--- config.mk ---
export PLATFORM = sky130hd
export DESIGN_NAME = csc_scanner
export DESIGN_NICKNAME = d
export VERILOG_FILES = /design/src/csc_pkg.sv /design/src/csc_scanner.sv
export SDC_FILE = /design/constraint.sdc
export NUM_CORES = 2
export LEC_CHECK = 0
export BUFFER_PORTS_ARGS = -buffer_cell sky130_fd_sc_hd__buf_4
export CAP_MARGIN = 20
export CELL_PAD_IN_SITES_DETAIL_PLACEMENT = 0
export CELL_PAD_IN_SITES_GLOBAL_PLACEMENT = 1
export CORE_UTILIZATION = 51
export DETAILED_ROUTE_END_ITERATION = 8
export GPL_ROUTABILITY_DRIVEN = 0
export PLACE_DENSITY = 0.89
export SYNTH_ARGS = -nofsm -noshare
export SYNTH_HDL_FRONTEND = slang
export SYNTH_SLANG_ARGS = --single-unit
export TNS_END_PERCENT = 50
--- constraint.sdc ---
create_clock -name sys_clk_i -period 8.7 [get_ports sys_clk_i]
set_input_delay 1.305 -clock sys_clk_i [delete_from_list [all_inputs] [get_ports sys_clk_i]]
set_output_delay 1.305 -clock sys_clk_i [all_outputs]
set_load 0.03 [all_outputs]
--- src/csc_pkg.sv ---
// constants shared by the contact input scanner
// Notes on behaviour
// RQ1: 48 inputs, two boards of 24
// RQ2: sample all inputs once per control frame
// RQ3: sample event inputs every 1 ms
// RQ4: log every open and close, 1 ms stamp
// RQ5: chatter and 6 ms pulses never lost; one slot per input, a newer change overwrites it and sets overrun
// RQ6: 4 ms stability filter on each input
// RQ7: software delay 0, 10, 20 or 50 ms
// RQ8: invert makes open contact read true
// RQ9: per input event recorder enable bit
// RQ10: global switch for all limit checking
// RQ11: unconnected board port inputs not processed
// RQ12: any unhealthy input raises composite alarm
// RQ13: latched diagnostic clears only once healthy
// RQ14: excitation below 40 percent latches alarm
// RQ15: flag excitation loss, test failure, unplugged cable
// RQ16: green flashing, red fail, orange on alarm
// RQ17: read identification chip of each board
// RQ18: partner votes results of three racks
// RQ19: partner vote is two of three
// RQ20: software delay needs unbroken stable time
package csc_pkg;
    localparam int NUM_CH = 48;
    localparam int CH_PER_BOARD = 24;
    localparam int NUM_BOARDS = 2;
    localparam int CLK_PERIOD_NS = 10;
    localparam int MS_PERIOD_NS = 1000000;
    localparam int MS_CYCLES = (MS_PERIOD_NS + CLK_PERIOD_NS - 1) / CLK_PERIOD_NS;
    localparam logic [2:0] HW_FILT_MS = 3'h4;
    localparam logic [5:0] SW_DLY_0 = 6'h00;
    localparam logic [5:0] SW_DLY_10 = 6'h0a;
    localparam logic [5:0] SW_DLY_20 = 6'h14;
    localparam logic [5:0] SW_DLY_50 = 6'h32;
    localparam logic [3:0] TEST_SETTLE_MS = 4'h8;
    localparam logic [8:0] FLASH_MS = 9'h1f4;
    localparam logic [15:0] EXC_LOW_PCT = 16'h0028;
    localparam logic [15:0] PCT_FULL = 16'h0064;
    localparam logic [7:0] EXC_NOM_RST = 8'hc8;
    localparam logic [5:0] ID_HALF_CYC = 6'h32;
    localparam logic [4:0] ID_LAST_BIT = 5'h1f;
    // id word layout
    localparam int ID_SERIAL_LSB = 0;
    localparam int ID_TYPE_LSB = 16;
    localparam int ID_REV_LSB = 24;
    localparam int ID_LOC_LSB = 30;
    // register byte addresses
    localparam logic [7:0] A_CTRL = 8'h00;
    localparam logic [7:0] A_INV0 = 8'h04;
    localparam logic [7:0] A_INV1 = 8'h08;
    localparam logic [7:0] A_EVEN0 = 8'h0c;
    localparam logic [7:0] A_EVEN1 = 8'h10;
    localparam logic [7:0] A_LATCH0 = 8'h14;
    localparam logic [7:0] A_LATCH1 = 8'h18;
    localparam logic [7:0] A_FILT0 = 8'h1c;
    localparam logic [7:0] A_FILT1 = 8'h20;
    localparam logic [7:0] A_FILT2 = 8'h24;
    localparam logic [7:0] A_FILT3 = 8'h28;
    localparam logic [7:0] A_STATE0 = 8'h30;
    localparam logic [7:0] A_STATE1 = 8'h34;
    localparam logic [7:0] A_DIAG0 = 8'h38;
    localparam logic [7:0] A_DIAG1 = 8'h3c;
    localparam logic [7:0] A_STATUS = 8'h40;
    localparam logic [7:0] A_ID0 = 8'h44;
    localparam logic [7:0] A_ID1 = 8'h48;
    localparam logic [7:0] A_EXCNOM = 8'h4c;
    // control bits
    localparam int C_LIMIT = 0;
    localparam int C_CONN0 = 1;
    localparam int C_CONN1 = 2;
    localparam int C_TEST = 3;
    localparam int C_FAIL = 4;
    localparam int C_DRST = 5;
    localparam int C_IDRD = 6;
    localparam logic [4:0] CTRL_RST = 5'h07;
    // id reader states
    typedef enum logic [2:0] {
        ID_IDLE = 3'b001,
        ID_LOW = 3'b010,
        ID_HIGH = 3'b100
    } csc_id_e;
    // software delay in ms from the 2-bit choice
    function automatic logic [5:0] sw_delay(input logic [1:0] sel);
        case (sel)
            2'h1: sw_delay = SW_DLY_10;
            2'h2: sw_delay = SW_DLY_20;
            2'h3: sw_delay = SW_DLY_50;
            default: sw_delay = SW_DLY_0;
        endcase
    endfunction
endpackage

--- src/csc_scanner.sv ---
// contact input scanner: filters, frame sampling, event capture, diagnostics
//
// Chosen here: the address map and the address-and-strobe port.
`timescale 1ns/10ps
module csc_scanner
    import csc_pkg::*;
#(
    parameter int MS_CYCLES_P = MS_CYCLES
)(
    // clock and reset
    input wire logic sys_clk_i,
    input wire logic rstn_i,
    // contact side pins
    input wire logic [NUM_CH-1:0] contact_raw_i,
    input wire logic [NUM_BOARDS-1:0] cable_present_i,
    input wire logic [15:0] exc_level_i,
    output logic [NUM_BOARDS-1:0] test_drive_o,
    output logic [NUM_BOARDS-1:0] id_clk_o,
    input wire logic [NUM_BOARDS-1:0] id_data_i,
    // system timing and commands
    input wire logic frame_tick_i,
    input wire logic diag_reset_cmd_i,
    // register port
    input wire logic [7:0] reg_addr_i,
    input wire logic [31:0] reg_wdata_i,
    input wire logic reg_wr_i,
    input wire logic reg_rd_i,
    output logic [31:0] reg_rdata_o,
    // frame samples
    output logic [NUM_CH-1:0] frame_data_o,
    output logic frame_valid_o,
    // event recorder stream
    output logic event_valid_o,
    input wire logic event_ready_i,
    output logic [5:0] event_chan_o,
    output logic event_state_o,
    output logic [15:0] event_stamp_o,
    // alarm and indicators
    output logic board_diag_alarm_o,
    output logic led_run_o,
    output logic led_fail_o,
    output logic led_diag_o
);
    logic [NUM_CH-1:0] raw_s1_q, raw_s2_q;
    logic [NUM_BOARDS-1:0] cab_s1_q, cab_s2_q, id_s1_q, id_s2_q;
    logic [16:0] ms_cnt_q;
    logic ms_tick_q;
    logic [15:0] ms_time_q;
    logic [4:0] ctrl_q;
    logic [NUM_CH-1:0] inv_q, even_q, latch_en_q;
    logic [2*NUM_CH-1:0] filt_q;
    logic [7:0] exc_nom_q;
    logic drst_q, id_req_q, overrun_q;
    logic [NUM_BOARDS-1:0] conn, exc_low, exc_alarm_q;
    logic [NUM_CH-1:0] hw_q, sw_q, rep, ev_cur, ev_prev_q, cond, diag_q, diag_vis;
    logic [NUM_CH-1:0] ev_pend_q, ev_state_q, ev_set, ev_clr;
    logic [15:0] ev_stamp_q [NUM_CH];
    logic [3:0] settle_q;
    logic settled;
    logic [5:0] ev_idx;
    logic [31:0] rdata_q;
    logic [NUM_CH-1:0] frame_q;
    logic frame_v_q;
    logic [8:0] flash_cnt_q;
    logic flash_q;
    csc_id_e id_st_q;
    logic id_port_q;
    logic [4:0] id_bit_q;
    logic [5:0] id_div_q;
    logic [31:0] id_shift_q;
    logic [31:0] id_word_q [NUM_BOARDS];

    // contact, cable and id pins cross in through two flops; the excitation level is used as it comes
    always_ff @(posedge sys_clk_i or negedge rstn_i)
        if (!rstn_i)
        begin
            raw_s1_q <= '0;
            raw_s2_q <= '0;
            // start as plugged, so reset alone latches no cable fault
            cab_s1_q <= '1;
            cab_s2_q <= '1;
            id_s1_q <= '0;
            id_s2_q <= '0;
        end
        else
        begin
            raw_s1_q <= contact_raw_i;
            raw_s2_q <= raw_s1_q;
            cab_s1_q <= cable_present_i;
            cab_s2_q <= cab_s1_q;
            id_s1_q <= id_data_i;
            id_s2_q <= id_s1_q;
        end

    // millisecond tick and timestamp, the 1 kHz scan rate
    always_ff @(posedge sys_clk_i or negedge rstn_i)
        if (!rstn_i)
        begin
            ms_cnt_q <= '0;
            ms_tick_q <= 1'b0;
            ms_time_q <= '0;
        end
        else
        begin
            ms_tick_q <= (ms_cnt_q == 17'(MS_CYCLES_P - 1)); // see RQ3
            ms_cnt_q <= (ms_cnt_q == 17'(MS_CYCLES_P - 1)) ? '0 : ms_cnt_q + 17'h1;
            if (ms_tick_q)
                ms_time_q <= ms_time_q + 16'h1; // see RQ4
        end

    assign conn = {ctrl_q[C_CONN1], ctrl_q[C_CONN0]}; // see RQ11

    // per board excitation check, live compare of ratio to nominal
    for (genvar b = 0; b < NUM_BOARDS; b++)
    begin : g_brd
        logic [15:0] lvl;
        assign lvl = {8'h00, exc_level_i[b*8 +: 8]};
        assign exc_low[b] = ctrl_q[C_LIMIT] & conn[b] & // see RQ10
            (lvl * PCT_FULL < {8'h00, exc_nom_q} * EXC_LOW_PCT); // see RQ14
        always_ff @(posedge sys_clk_i or negedge rstn_i)
            if (!rstn_i)
                exc_alarm_q[b] <= 1'b0;
            else if (exc_low[b])
                exc_alarm_q[b] <= 1'b1; // see RQ14
            else if (drst_q)
                exc_alarm_q[b] <= 1'b0; // see RQ13
    end

    // test mode settle time, filter must see the forced closure first
    always_ff @(posedge sys_clk_i or negedge rstn_i)
        if (!rstn_i)
            settle_q <= '0;
        else if (!ctrl_q[C_TEST])
            settle_q <= '0;
        else if (ms_tick_q && !settled)
            settle_q <= settle_q + 4'h1;
    assign settled = (settle_q == TEST_SETTLE_MS);
    assign test_drive_o = {NUM_BOARDS{ctrl_q[C_TEST]}} & conn;

    // per channel filters, event capture and diagnostics
    for (genvar g = 0; g < NUM_CH; g++)
    begin : g_ch // see RQ1
        localparam int B = g / CH_PER_BOARD;
        logic [2:0] hw_cnt_q;
        logic [5:0] sw_cnt_q, dly;
        assign dly = sw_delay(filt_q[2*g +: 2]); // see RQ7
        // hardware style stability filter
        always_ff @(posedge sys_clk_i or negedge rstn_i)
            if (!rstn_i)
            begin
                hw_cnt_q <= '0;
                hw_q[g] <= 1'b0;
            end
            else if (raw_s2_q[g] == hw_q[g])
                hw_cnt_q <= '0;
            else if (ms_tick_q)
            begin
                if (hw_cnt_q == HW_FILT_MS - 3'h1)
                begin
                    hw_q[g] <= raw_s2_q[g]; // see RQ6
                    hw_cnt_q <= '0;
                end
                else
                    hw_cnt_q <= hw_cnt_q + 3'h1;
            end
        // software delay restarts on any bounce back
        always_ff @(posedge sys_clk_i or negedge rstn_i)
            if (!rstn_i)
            begin
                sw_cnt_q <= '0;
                sw_q[g] <= 1'b0;
            end
            else if (hw_q[g] == sw_q[g])
                sw_cnt_q <= '0; // see RQ20
            else if (dly == SW_DLY_0)
                sw_q[g] <= hw_q[g]; // see RQ20
            else if (ms_tick_q)
            begin
                if (sw_cnt_q == dly - 6'h1)
                begin
                    sw_q[g] <= hw_q[g]; // see RQ7
                    sw_cnt_q <= '0;
                end
                else
                    sw_cnt_q <= sw_cnt_q + 6'h1;
            end
        assign rep[g] = conn[B] & (sw_q[g] ^ inv_q[g]); // see RQ8
        assign ev_cur[g] = conn[B] & (hw_q[g] ^ inv_q[g]);
        assign ev_set[g] = ms_tick_q & even_q[g] & conn[B] & (ev_cur[g] != ev_prev_q[g]); // see RQ9
        assign ev_clr[g] = event_valid_o & event_ready_i & (ev_idx == 6'(g));
        // one slot per channel, new change wins over a same cycle drain
        always_ff @(posedge sys_clk_i or negedge rstn_i)
            if (!rstn_i)
            begin
                ev_prev_q[g] <= 1'b0;
                ev_pend_q[g] <= 1'b0;
                ev_state_q[g] <= 1'b0;
                ev_stamp_q[g] <= '0;
            end
            else
            begin
                if (ms_tick_q)
                    ev_prev_q[g] <= ev_cur[g]; // see RQ3
                if (ev_set[g])
                begin
                    ev_pend_q[g] <= 1'b1; // see RQ4
                    ev_state_q[g] <= ev_cur[g];
                    ev_stamp_q[g] <= ms_time_q;
                end
                else if (ev_clr[g])
                    ev_pend_q[g] <= 1'b0;
            end
        assign cond[g] = conn[B] & (!cab_s2_q[B] | exc_low[B] | (settled & !hw_q[g])); // see RQ15
        always_ff @(posedge sys_clk_i or negedge rstn_i)
            if (!rstn_i)
                diag_q[g] <= 1'b0;
            else if (cond[g])
                diag_q[g] <= 1'b1;
            else if (drst_q)
                diag_q[g] <= 1'b0; // see RQ13
        assign diag_vis[g] = latch_en_q[g] ? (diag_q[g] | cond[g]) : cond[g]; // see RQ12
    end

    // overrun: a change landed while the slot still held one
    always_ff @(posedge sys_clk_i or negedge rstn_i)
        if (!rstn_i)
            overrun_q <= 1'b0;
        else if (|(ev_set & ev_pend_q & ~ev_clr))
            overrun_q <= 1'b1; // see RQ5
        else if (drst_q)
            overrun_q <= 1'b0;

    // lowest pending channel goes out first
    always_comb
    begin
        ev_idx = '0;
        for (int i = NUM_CH - 1; i >= 0; i--)
            if (ev_pend_q[i])
                ev_idx = 6'(i);
    end
    assign event_valid_o = |ev_pend_q;
    assign event_chan_o = ev_idx;
    assign event_state_o = ev_state_q[ev_idx];
    assign event_stamp_o = ev_stamp_q[ev_idx];

    // frame snapshot for control use
    always_ff @(posedge sys_clk_i or negedge rstn_i)
        if (!rstn_i)
        begin
            frame_q <= '0;
            frame_v_q <= 1'b0;
        end
        else
        begin
            frame_v_q <= frame_tick_i;
            if (frame_tick_i)
                frame_q <= rep; // see RQ2
        end
    assign frame_data_o = frame_q;
    assign frame_valid_o = frame_v_q;

    // indicators; green stops flashing while fail is shown
    always_ff @(posedge sys_clk_i or negedge rstn_i)
        if (!rstn_i)
        begin
            flash_cnt_q <= '0;
            flash_q <= 1'b0;
        end
        else if (ms_tick_q)
        begin
            flash_cnt_q <= (flash_cnt_q == FLASH_MS - 9'h1) ? '0 : flash_cnt_q + 9'h1;
            if (flash_cnt_q == FLASH_MS - 9'h1)
                flash_q <= ~flash_q;
        end
    assign board_diag_alarm_o = (|diag_vis) | (|exc_alarm_q); // see RQ12
    assign led_run_o = flash_q & ~ctrl_q[C_FAIL]; // see RQ16
    assign led_fail_o = ctrl_q[C_FAIL];
    assign led_diag_o = board_diag_alarm_o;

    // id chip reader, both ports in turn, msb first
    always_ff @(posedge sys_clk_i or negedge rstn_i)
        if (!rstn_i)
        begin
            id_st_q <= ID_IDLE;
            id_port_q <= 1'b0;
            id_bit_q <= '0;
            id_div_q <= '0;
            id_shift_q <= '0;
            id_word_q[0] <= '0;
            id_word_q[1] <= '0;
        end
        else
            case (id_st_q)
                ID_IDLE:
                    if (id_req_q)
                    begin
                        id_st_q <= ID_LOW;
                        id_port_q <= 1'b0;
                        id_bit_q <= '0;
                        id_div_q <= '0;
                    end
                ID_LOW:
                    if (id_div_q == ID_HALF_CYC - 6'h1)
                    begin
                        id_div_q <= '0;
                        id_st_q <= ID_HIGH;
                        id_shift_q <= {id_shift_q[30:0], id_s2_q[id_port_q]}; // see RQ17
                    end
                    else
                        id_div_q <= id_div_q + 6'h1;
                ID_HIGH:
                    if (id_div_q != ID_HALF_CYC - 6'h1)
                        id_div_q <= id_div_q + 6'h1;
                    else
                    begin
                        id_div_q <= '0;
                        id_bit_q <= id_bit_q + 5'h1;
                        id_st_q <= ID_LOW;
                        if (id_bit_q == ID_LAST_BIT)
                        begin
                            id_word_q[id_port_q] <= id_shift_q;
                            id_port_q <= 1'b1;
                            if (id_port_q)
                                id_st_q <= ID_IDLE;
                        end
                    end
                default:
                    id_st_q <= ID_IDLE;
            endcase
    assign id_clk_o = {id_port_q, ~id_port_q} & {NUM_BOARDS{id_st_q == ID_HIGH}};

    // register writes and command pulses
    always_ff @(posedge sys_clk_i or negedge rstn_i)
        if (!rstn_i)
        begin
            ctrl_q <= CTRL_RST;
            inv_q <= '0;
            even_q <= '0;
            latch_en_q <= '0;
            filt_q <= '0;
            exc_nom_q <= EXC_NOM_RST;
            drst_q <= 1'b0;
            id_req_q <= 1'b1;
        end
        else
        begin
            drst_q <= diag_reset_cmd_i | (reg_wr_i & (reg_addr_i == A_CTRL) & reg_wdata_i[C_DRST]);
            if (id_st_q == ID_IDLE)
                id_req_q <= 1'b0;
            if (reg_wr_i)
                case (reg_addr_i)
                    A_CTRL:
                    begin
                        ctrl_q <= reg_wdata_i[4:0];
                        if (reg_wdata_i[C_IDRD])
                            id_req_q <= 1'b1;
                    end
                    A_INV0: inv_q[23:0] <= reg_wdata_i[23:0];
                    A_INV1: inv_q[47:24] <= reg_wdata_i[23:0];
                    A_EVEN0: even_q[23:0] <= reg_wdata_i[23:0];
                    A_EVEN1: even_q[47:24] <= reg_wdata_i[23:0];
                    A_LATCH0: latch_en_q[23:0] <= reg_wdata_i[23:0];
                    A_LATCH1: latch_en_q[47:24] <= reg_wdata_i[23:0];
                    A_FILT0: filt_q[23:0] <= reg_wdata_i[23:0];
                    A_FILT1: filt_q[47:24] <= reg_wdata_i[23:0];
                    A_FILT2: filt_q[71:48] <= reg_wdata_i[23:0];
                    A_FILT3: filt_q[95:72] <= reg_wdata_i[23:0];
                    A_EXCNOM: exc_nom_q <= reg_wdata_i[7:0];
                    default: ;
                endcase
        end

    // register reads, unmapped words read zero
    always_ff @(posedge sys_clk_i or negedge rstn_i)
        if (!rstn_i)
            rdata_q <= '0;
        else if (reg_rd_i)
            case (reg_addr_i)
                A_CTRL: rdata_q <= {27'h0, ctrl_q};
                A_INV0: rdata_q <= {8'h0, inv_q[23:0]};
                A_INV1: rdata_q <= {8'h0, inv_q[47:24]};
                A_EVEN0: rdata_q <= {8'h0, even_q[23:0]};
                A_EVEN1: rdata_q <= {8'h0, even_q[47:24]};
                A_LATCH0: rdata_q <= {8'h0, latch_en_q[23:0]};
                A_LATCH1: rdata_q <= {8'h0, latch_en_q[47:24]};
                A_FILT0: rdata_q <= {8'h0, filt_q[23:0]};
                A_FILT1: rdata_q <= {8'h0, filt_q[47:24]};
                A_FILT2: rdata_q <= {8'h0, filt_q[71:48]};
                A_FILT3: rdata_q <= {8'h0, filt_q[95:72]};
                A_STATE0: rdata_q <= {8'h0, rep[23:0]};
                A_STATE1: rdata_q <= {8'h0, rep[47:24]};
                A_DIAG0: rdata_q <= {8'h0, diag_vis[23:0]};
                A_DIAG1: rdata_q <= {8'h0, diag_vis[47:24]};
                A_STATUS: rdata_q <= {24'h0, (id_st_q != ID_IDLE), overrun_q, cab_s2_q, exc_low, exc_alarm_q};
                A_ID0: rdata_q <= id_word_q[0];
                A_ID1: rdata_q <= id_word_q[1];
                A_EXCNOM: rdata_q <= {24'h0, exc_nom_q};
                default: rdata_q <= '0;
            endcase
        else
            rdata_q <= '0;
    assign reg_rdata_o = rdata_q;
endmodule

* Word level (Yosys, flattened, before mapping)
Index checks and enable logic that the tools add are counted.
** Storage, ports and cells
- Register bits after elaboration :: 2090
- Input bits :: 115
** Cells by class
- $add $sub $neg :: 150
- $mul :: 3
- Order comparisons :: 7
- Equal/unequal tests :: 512
- Mux-type cells :: 809
- Bitwise operators :: 695
- Reductions and logical operators :: 563
** Operators by type and width (number)
- 2-to-1 mux 6 bit :: 243
- case mux 6 bit (3 select lines) :: 49
- case mux 32 bit (19 select lines) :: 1
- nonzero test 2 bit :: 292
- 2-to-1 mux 3 bit :: 147
- AND 1 bit :: 392
- 2-to-1 mux 1 bit :: 350
- AND reduction 3 bit :: 99
- adder 6 x 1 -> 6 bit (second input constant) :: 49
- zero test 6 bit :: 49
- == test 6 bit :: 48
- subtractor 6 x 1 -> 6 bit (second input constant) :: 48
- == test 2 bit (second input constant) :: 96
- == test 3 x 2 -> 1 bit (second input constant) :: 49
- adder 3 x 1 -> 3 bit (second input constant) :: 48
- OR reduction 48 bit :: 3
- AND reduction 2 bit :: 63
- inequality test 2 bit (second input constant) :: 52
- == test 6 bit (second input constant) :: 17
- inverter 1 bit :: 100
- bitwise OR 1 bit :: 100
- AND 48 bit :: 2
- binary-select mux 16 bit (select 6 bit) :: 1
- == test 1 bit :: 96
- other kinds (58) :: 345

* Depth between registers and ports, before layout
- Depth after elaboration :: 54
- Mapped depth :: 24
- Gate-level depth less buffers :: 22

* Least setup slack after synthesis
No wires, ideal clock.
- Path type :: input -> output
- From :: input port exc_level_i[10]
- To :: output port led_diag_o
- Data arrival time :: 5.977 ns
- Data required time :: 7.395 ns
- Slack :: 1.418 ns
- Stages :: 24
- Cell sequence :: ha_1 -> ha_1 -> inv_1 -> fa_1 -> inv_1 -> ha_1 -> nor2b_1 -> o21ai_0 -> a21boi_0 -> o21a_1 -> nor2_1 -> xnor2_1 -> ha_1 -> a21oi_1 -> nor2b_1 -> a2111oi_0 -> o21ai_0 -> o31ai_1 -> clkbuf_1 -> o31ai_1 -> nand3_1 -> or4_1 -> or4_1 -> buf_4
** Between the ends
- Longest elaborated chain between the ends :: 10
- Elaborated cells on any way between the ends :: 102
** Ends and longest elaborated chain
- start, declared :: line csc_scanner.sv:16 : input wire logic [15:0] exc_level_i,
- multiplier 8 x 5 -> 13 bit (*) :: line csc_scanner.sv:119 : (lvl * PCT_FULL < {8'h00, exc_nom_q} * EXC_LOW_PCT);
- < comparator 15 x 14 -> 1 bit (*) :: line csc_scanner.sv:119
- AND 1 bit (*) :: line csc_scanner.sv:118 : assign exc_low[b] = ctrl_q[C_LIMIT] & conn[b] &
- bitwise OR 1 bit (*) :: line csc_scanner.sv:213 : assign cond[g] = conn[B] & (!cab_s2_q[B] | exc_low[B] | (settled & !hw_q[g]));
- bitwise OR 1 bit :: line csc_scanner.sv:213
- AND 1 bit :: line csc_scanner.sv:213
- bitwise OR 1 bit :: line csc_scanner.sv:221 : assign diag_vis[g] = latch_en_q[g] ? (diag_q[g] | cond[g]) : cond[g];
- 2-to-1 mux 1 bit :: line csc_scanner.sv:221
- OR reduction 48 bit (*) :: line csc_scanner.sv:275 : assign board_diag_alarm_o = (|diag_vis) | (|exc_alarm_q);
- bitwise OR 1 bit (*) :: line csc_scanner.sv:275
- end, declared :: line csc_scanner.sv:42 : output logic led_diag_o
Mark *: on every way between the ends. The rest lies on a longest branch, timed or not.

* Final worst setup path
Ends and elaborated chain as after synthesis.

==> run metrics <==
DRT iter0 DRCs=9,140; largest delay contributor family on the critical path=compound AO/OA/AOI/OAI gates; clock transition at the registers of the reported paths=0.07 ns; CTS Root Cell=sky130_fd_sc_hd__clkbuf_16; number of synthesized register bits=2,090; violations in the final reports=DRC; CP Data Arrival Time=6.71 ns; via count of the routed design=80,840; Inst Count DP=12,500; nets@finish=10,580; dominant cell type by count on the critical path=sky130_fd_sc_hd__ha_1; final-layout setup total negative slack=0 ns; Fin Clk Skew=0.05367 ns; DRC=9; total iterations of the first detailed-routing run=9; number of buffers inserted for hold repair after clock tree synthesis=0; Cell Pwr Density=236.9 nW/um^2; IO Pins=228; routed via count divided by cell count=6.258; overall routed net length=331,800 microns; Most used DFF post-synth=sky130_fd_sc_hd__dfrtp_1; startpoint-to-endpoint class of the critical path=primary input to output port; number of buffers between clock root and the deepest sink=3; post-synthesis cell type count=90; data required time at the worst endpoint=7.39 ns; last element of the critical path=led_diag_o; die width=457.5 microns; FFs w/ async S/R, synth=1.000; post-synthesis cell area=105,800 sq um; worst r2r src=ev_pend_q[14]$_DFFE_PN0P_; H-tree Lvls=4; initial standard-cell utilization of the core=0.5151; status=finished, violations left; Mapped Nets=10,530; Slowest Stage Delay on Critical Path=0.55 ns; mean post-synth cell area=10.60 sq um; antenna-violating nets left=0; crit path buf inv count=5; Worst R2R End=overrun_q$_DFFE_PN0P_; largest fanout of any net on the critical path=18; first-pass GRT wire length=500,300 microns; number of cell rows=166; final setup margin=0.6810 ns; Leakage=55.74 nW; CTS sink cnt=2,090; endpoints failing hold=0; growth of design area from synthesis to finish=11.75%; CTS buffer count=214; number of buffers added for setup after CTS=0; post-synthesis instance total=9,984; largest net degree at the start of global routing=176; CP max stage cell=sky130_fd_sc_hd__or4_1; overall overflow remaining after global route=0; initial antenna violation count=23; setup repair after global routing missed its margin=no; number of gates on the worst path with buffers counted=23; count of flip-flops with a built-in enable after synthesis=0; Max IR drop VDD=468.0 uV; PortBufs=219; sort of element at the start of the critical path=primary input; proportion of synthesized chip area in sequential cells=0.4945; total count of max-transition violations in the final report=0; count of final setup violators=0; number of warnings issued by yosys=0; minimum clock period=8.019 ns; non-filler instance count after layout=12,920; CTS tree=yes; slew at the pin with the worst max-slew slack=1.223 ns; final critical-path share of the clock period=0.9217; cell count of the worst reg-to-reg path=12; number of maximum-capacitance constraint violations=0; most frequent standard cell in the layout excluding fill and tap cells=sky130_fd_sc_hd__dfrtp_1; maximum clock frequency=124.7 MHz; DIE AREA=209,300 sq um; Worst Setup SP=exc_level_i[10]; dpl hpwl=220,200 microns; clock latency of the later-clocked register in the worst-skew pair=0.90 ns; Slew headroom=0.1840; vias in the first global route=80,770; Hold Crit Class=register to register; fraction of final layout cells sized beyond drive strength 1=0.2128; overall power after layout=28.01 mW; Filler cells=16,760; commonest non-fill, non-tap cells in the layout=sky130_fd_sc_hd__dfrtp_1, sky130_fd_sc_hd__mux2_2, sky130_fd_sc_hd__nand2_1; setup slack, reg-to-reg=3.46 ns; WL/cell=25.68 microns; count of instances resized after the clock tree is built=0; sort of element at the end of the critical path=output port; Die Height=457.5 microns; cell-by-cell listing of the critical path=buf_4, ha_1, ha_1, inv_1, fa_1, inv_1, ha_1, a21oi_1, o21ai_0, a21oi_1, o21bai_1, a21oi_1, xnor2_1, ha_1, o2111ai_1, o21ai_0, o31ai_4, buf_4, o21ai_0, nand2_1, or4_1, or4_1, buf_4; total routing usage reported by global routing=0.3142; CORE AREA=205,400 sq um; worst slack at placement=0.7417 ns
## synthesized netlist by cell type, drive strengths merged, types with 147 or more instances
master,count,area share
dfrtp,2078,0.49
xor2,322,0.027
inv,369,0.013
nand3,647,0.031
buf,147,0.0062
clkbuf,433,0.015
xnor2,313,0.026
nand2,1062,0.038
nor2,542,0.019
ha,426,0.050
o21ai,584,0.028
mux2,1224,0.13
a21oi,306,0.014
## area by class of cell
class | instances | area, sq um | share of cell area
sequential | 2090 | 52330 | 0.4426
multi-input combinational | 6943 | 50000 | 0.4229
clock buffer | 295 | 6132 | 0.05186
tap | 2688 | 3363 | 0.02845
timing repair buffer | 409 | 3311 | 0.02800
clock inverter | 111 | 1665 | 0.01409
inverter | 371 | 1403 | 0.01186
antenna | 12 | 30.03 | 0.0002540
## state kept, by name, indices dropped and copies added, names as in the netlist, 48 cells and up
signal,count
hw_q,48
filt_q,96
g_ch.hw_cnt_q,144
raw_s2_q,48
sw_q,48
ev_prev_q,48
even_q,48
ev_pend_q,48
g_ch.sw_cnt_q,288
raw_s1_q,48
diag_q,48
inv_q,48
ev_state_q,48
ev_stamp_q,768
latch_en_q,48
frame_data_o,48
id_word_q,64
## stage by stage
stage | instance area, sq um | hold slack, ns | util
after global routing | 118200 | 0.3520 | 0.5755
after detailed placement | 110400 | 0.3347 | 0.5374
final | 118200 | 0.3449 | 0.5756
after global placement | 110400 | 0.3314 | 0.5373
after floorplan | 105800 | 0.3312 | -
after CTS | 118200 | 0.3473 | 0.5753
## power breakdown
| group | internal (mW) | total (mW) | switching (mW) |
|---|---|---|---|
| sequential | 9.83 | 9.99 | 0.158 |
| combinational | 1.92 | 7.90 | 5.98 |
| clock | 6.00 | 10.1 | 4.13 |
## layer usage
layer | track usage | wire length, microns
met1 | 0.4090 | 129700
met2 | 0.4685 | 143600
met3 | 0.08880 | 36200
met4 | 0.1817 | 22070
met5 | 0.003674 | 217
## cells by family after synthesis
| logic type | share of synthesized area |
|---|---|
| simple gates | 0.1373 |
| buf+inv | 0.03472 |
| compound gates | 0.08616 |
| mux | 0.1430 |
| flops | 0.4945 |
| fa+ha+maj | 0.05170 |
| xor+xnor | 0.05257 |
## worst min path at each step
stage,startpoint,end,slack (ns),cells after the start
global placement,raw_s1_q[43]$_DFF_PN0_,raw_s2_q[43]$_DFF_PN0_,0.33,0
finish,raw_s1_q[16]$_DFF_PN0_,raw_s2_q[16]$_DFF_PN0_,0.34,0
CTS,raw_s1_q[16]$_DFF_PN0_,raw_s2_q[16]$_DFF_PN0_,0.35,0
floorplan,id_s1_q[0]$_DFF_PN0_,id_s2_q[0]$_DFF_PN0_,0.33,0
global route,raw_s1_q[23]$_DFF_PN0_,raw_s2_q[23]$_DFF_PN0_,0.35,0
detailed placement,raw_s1_q[16]$_DFF_PN0_,raw_s2_q[16]$_DFF_PN0_,0.33,0
No activity file was read; power rests on OpenSTA's default activity.
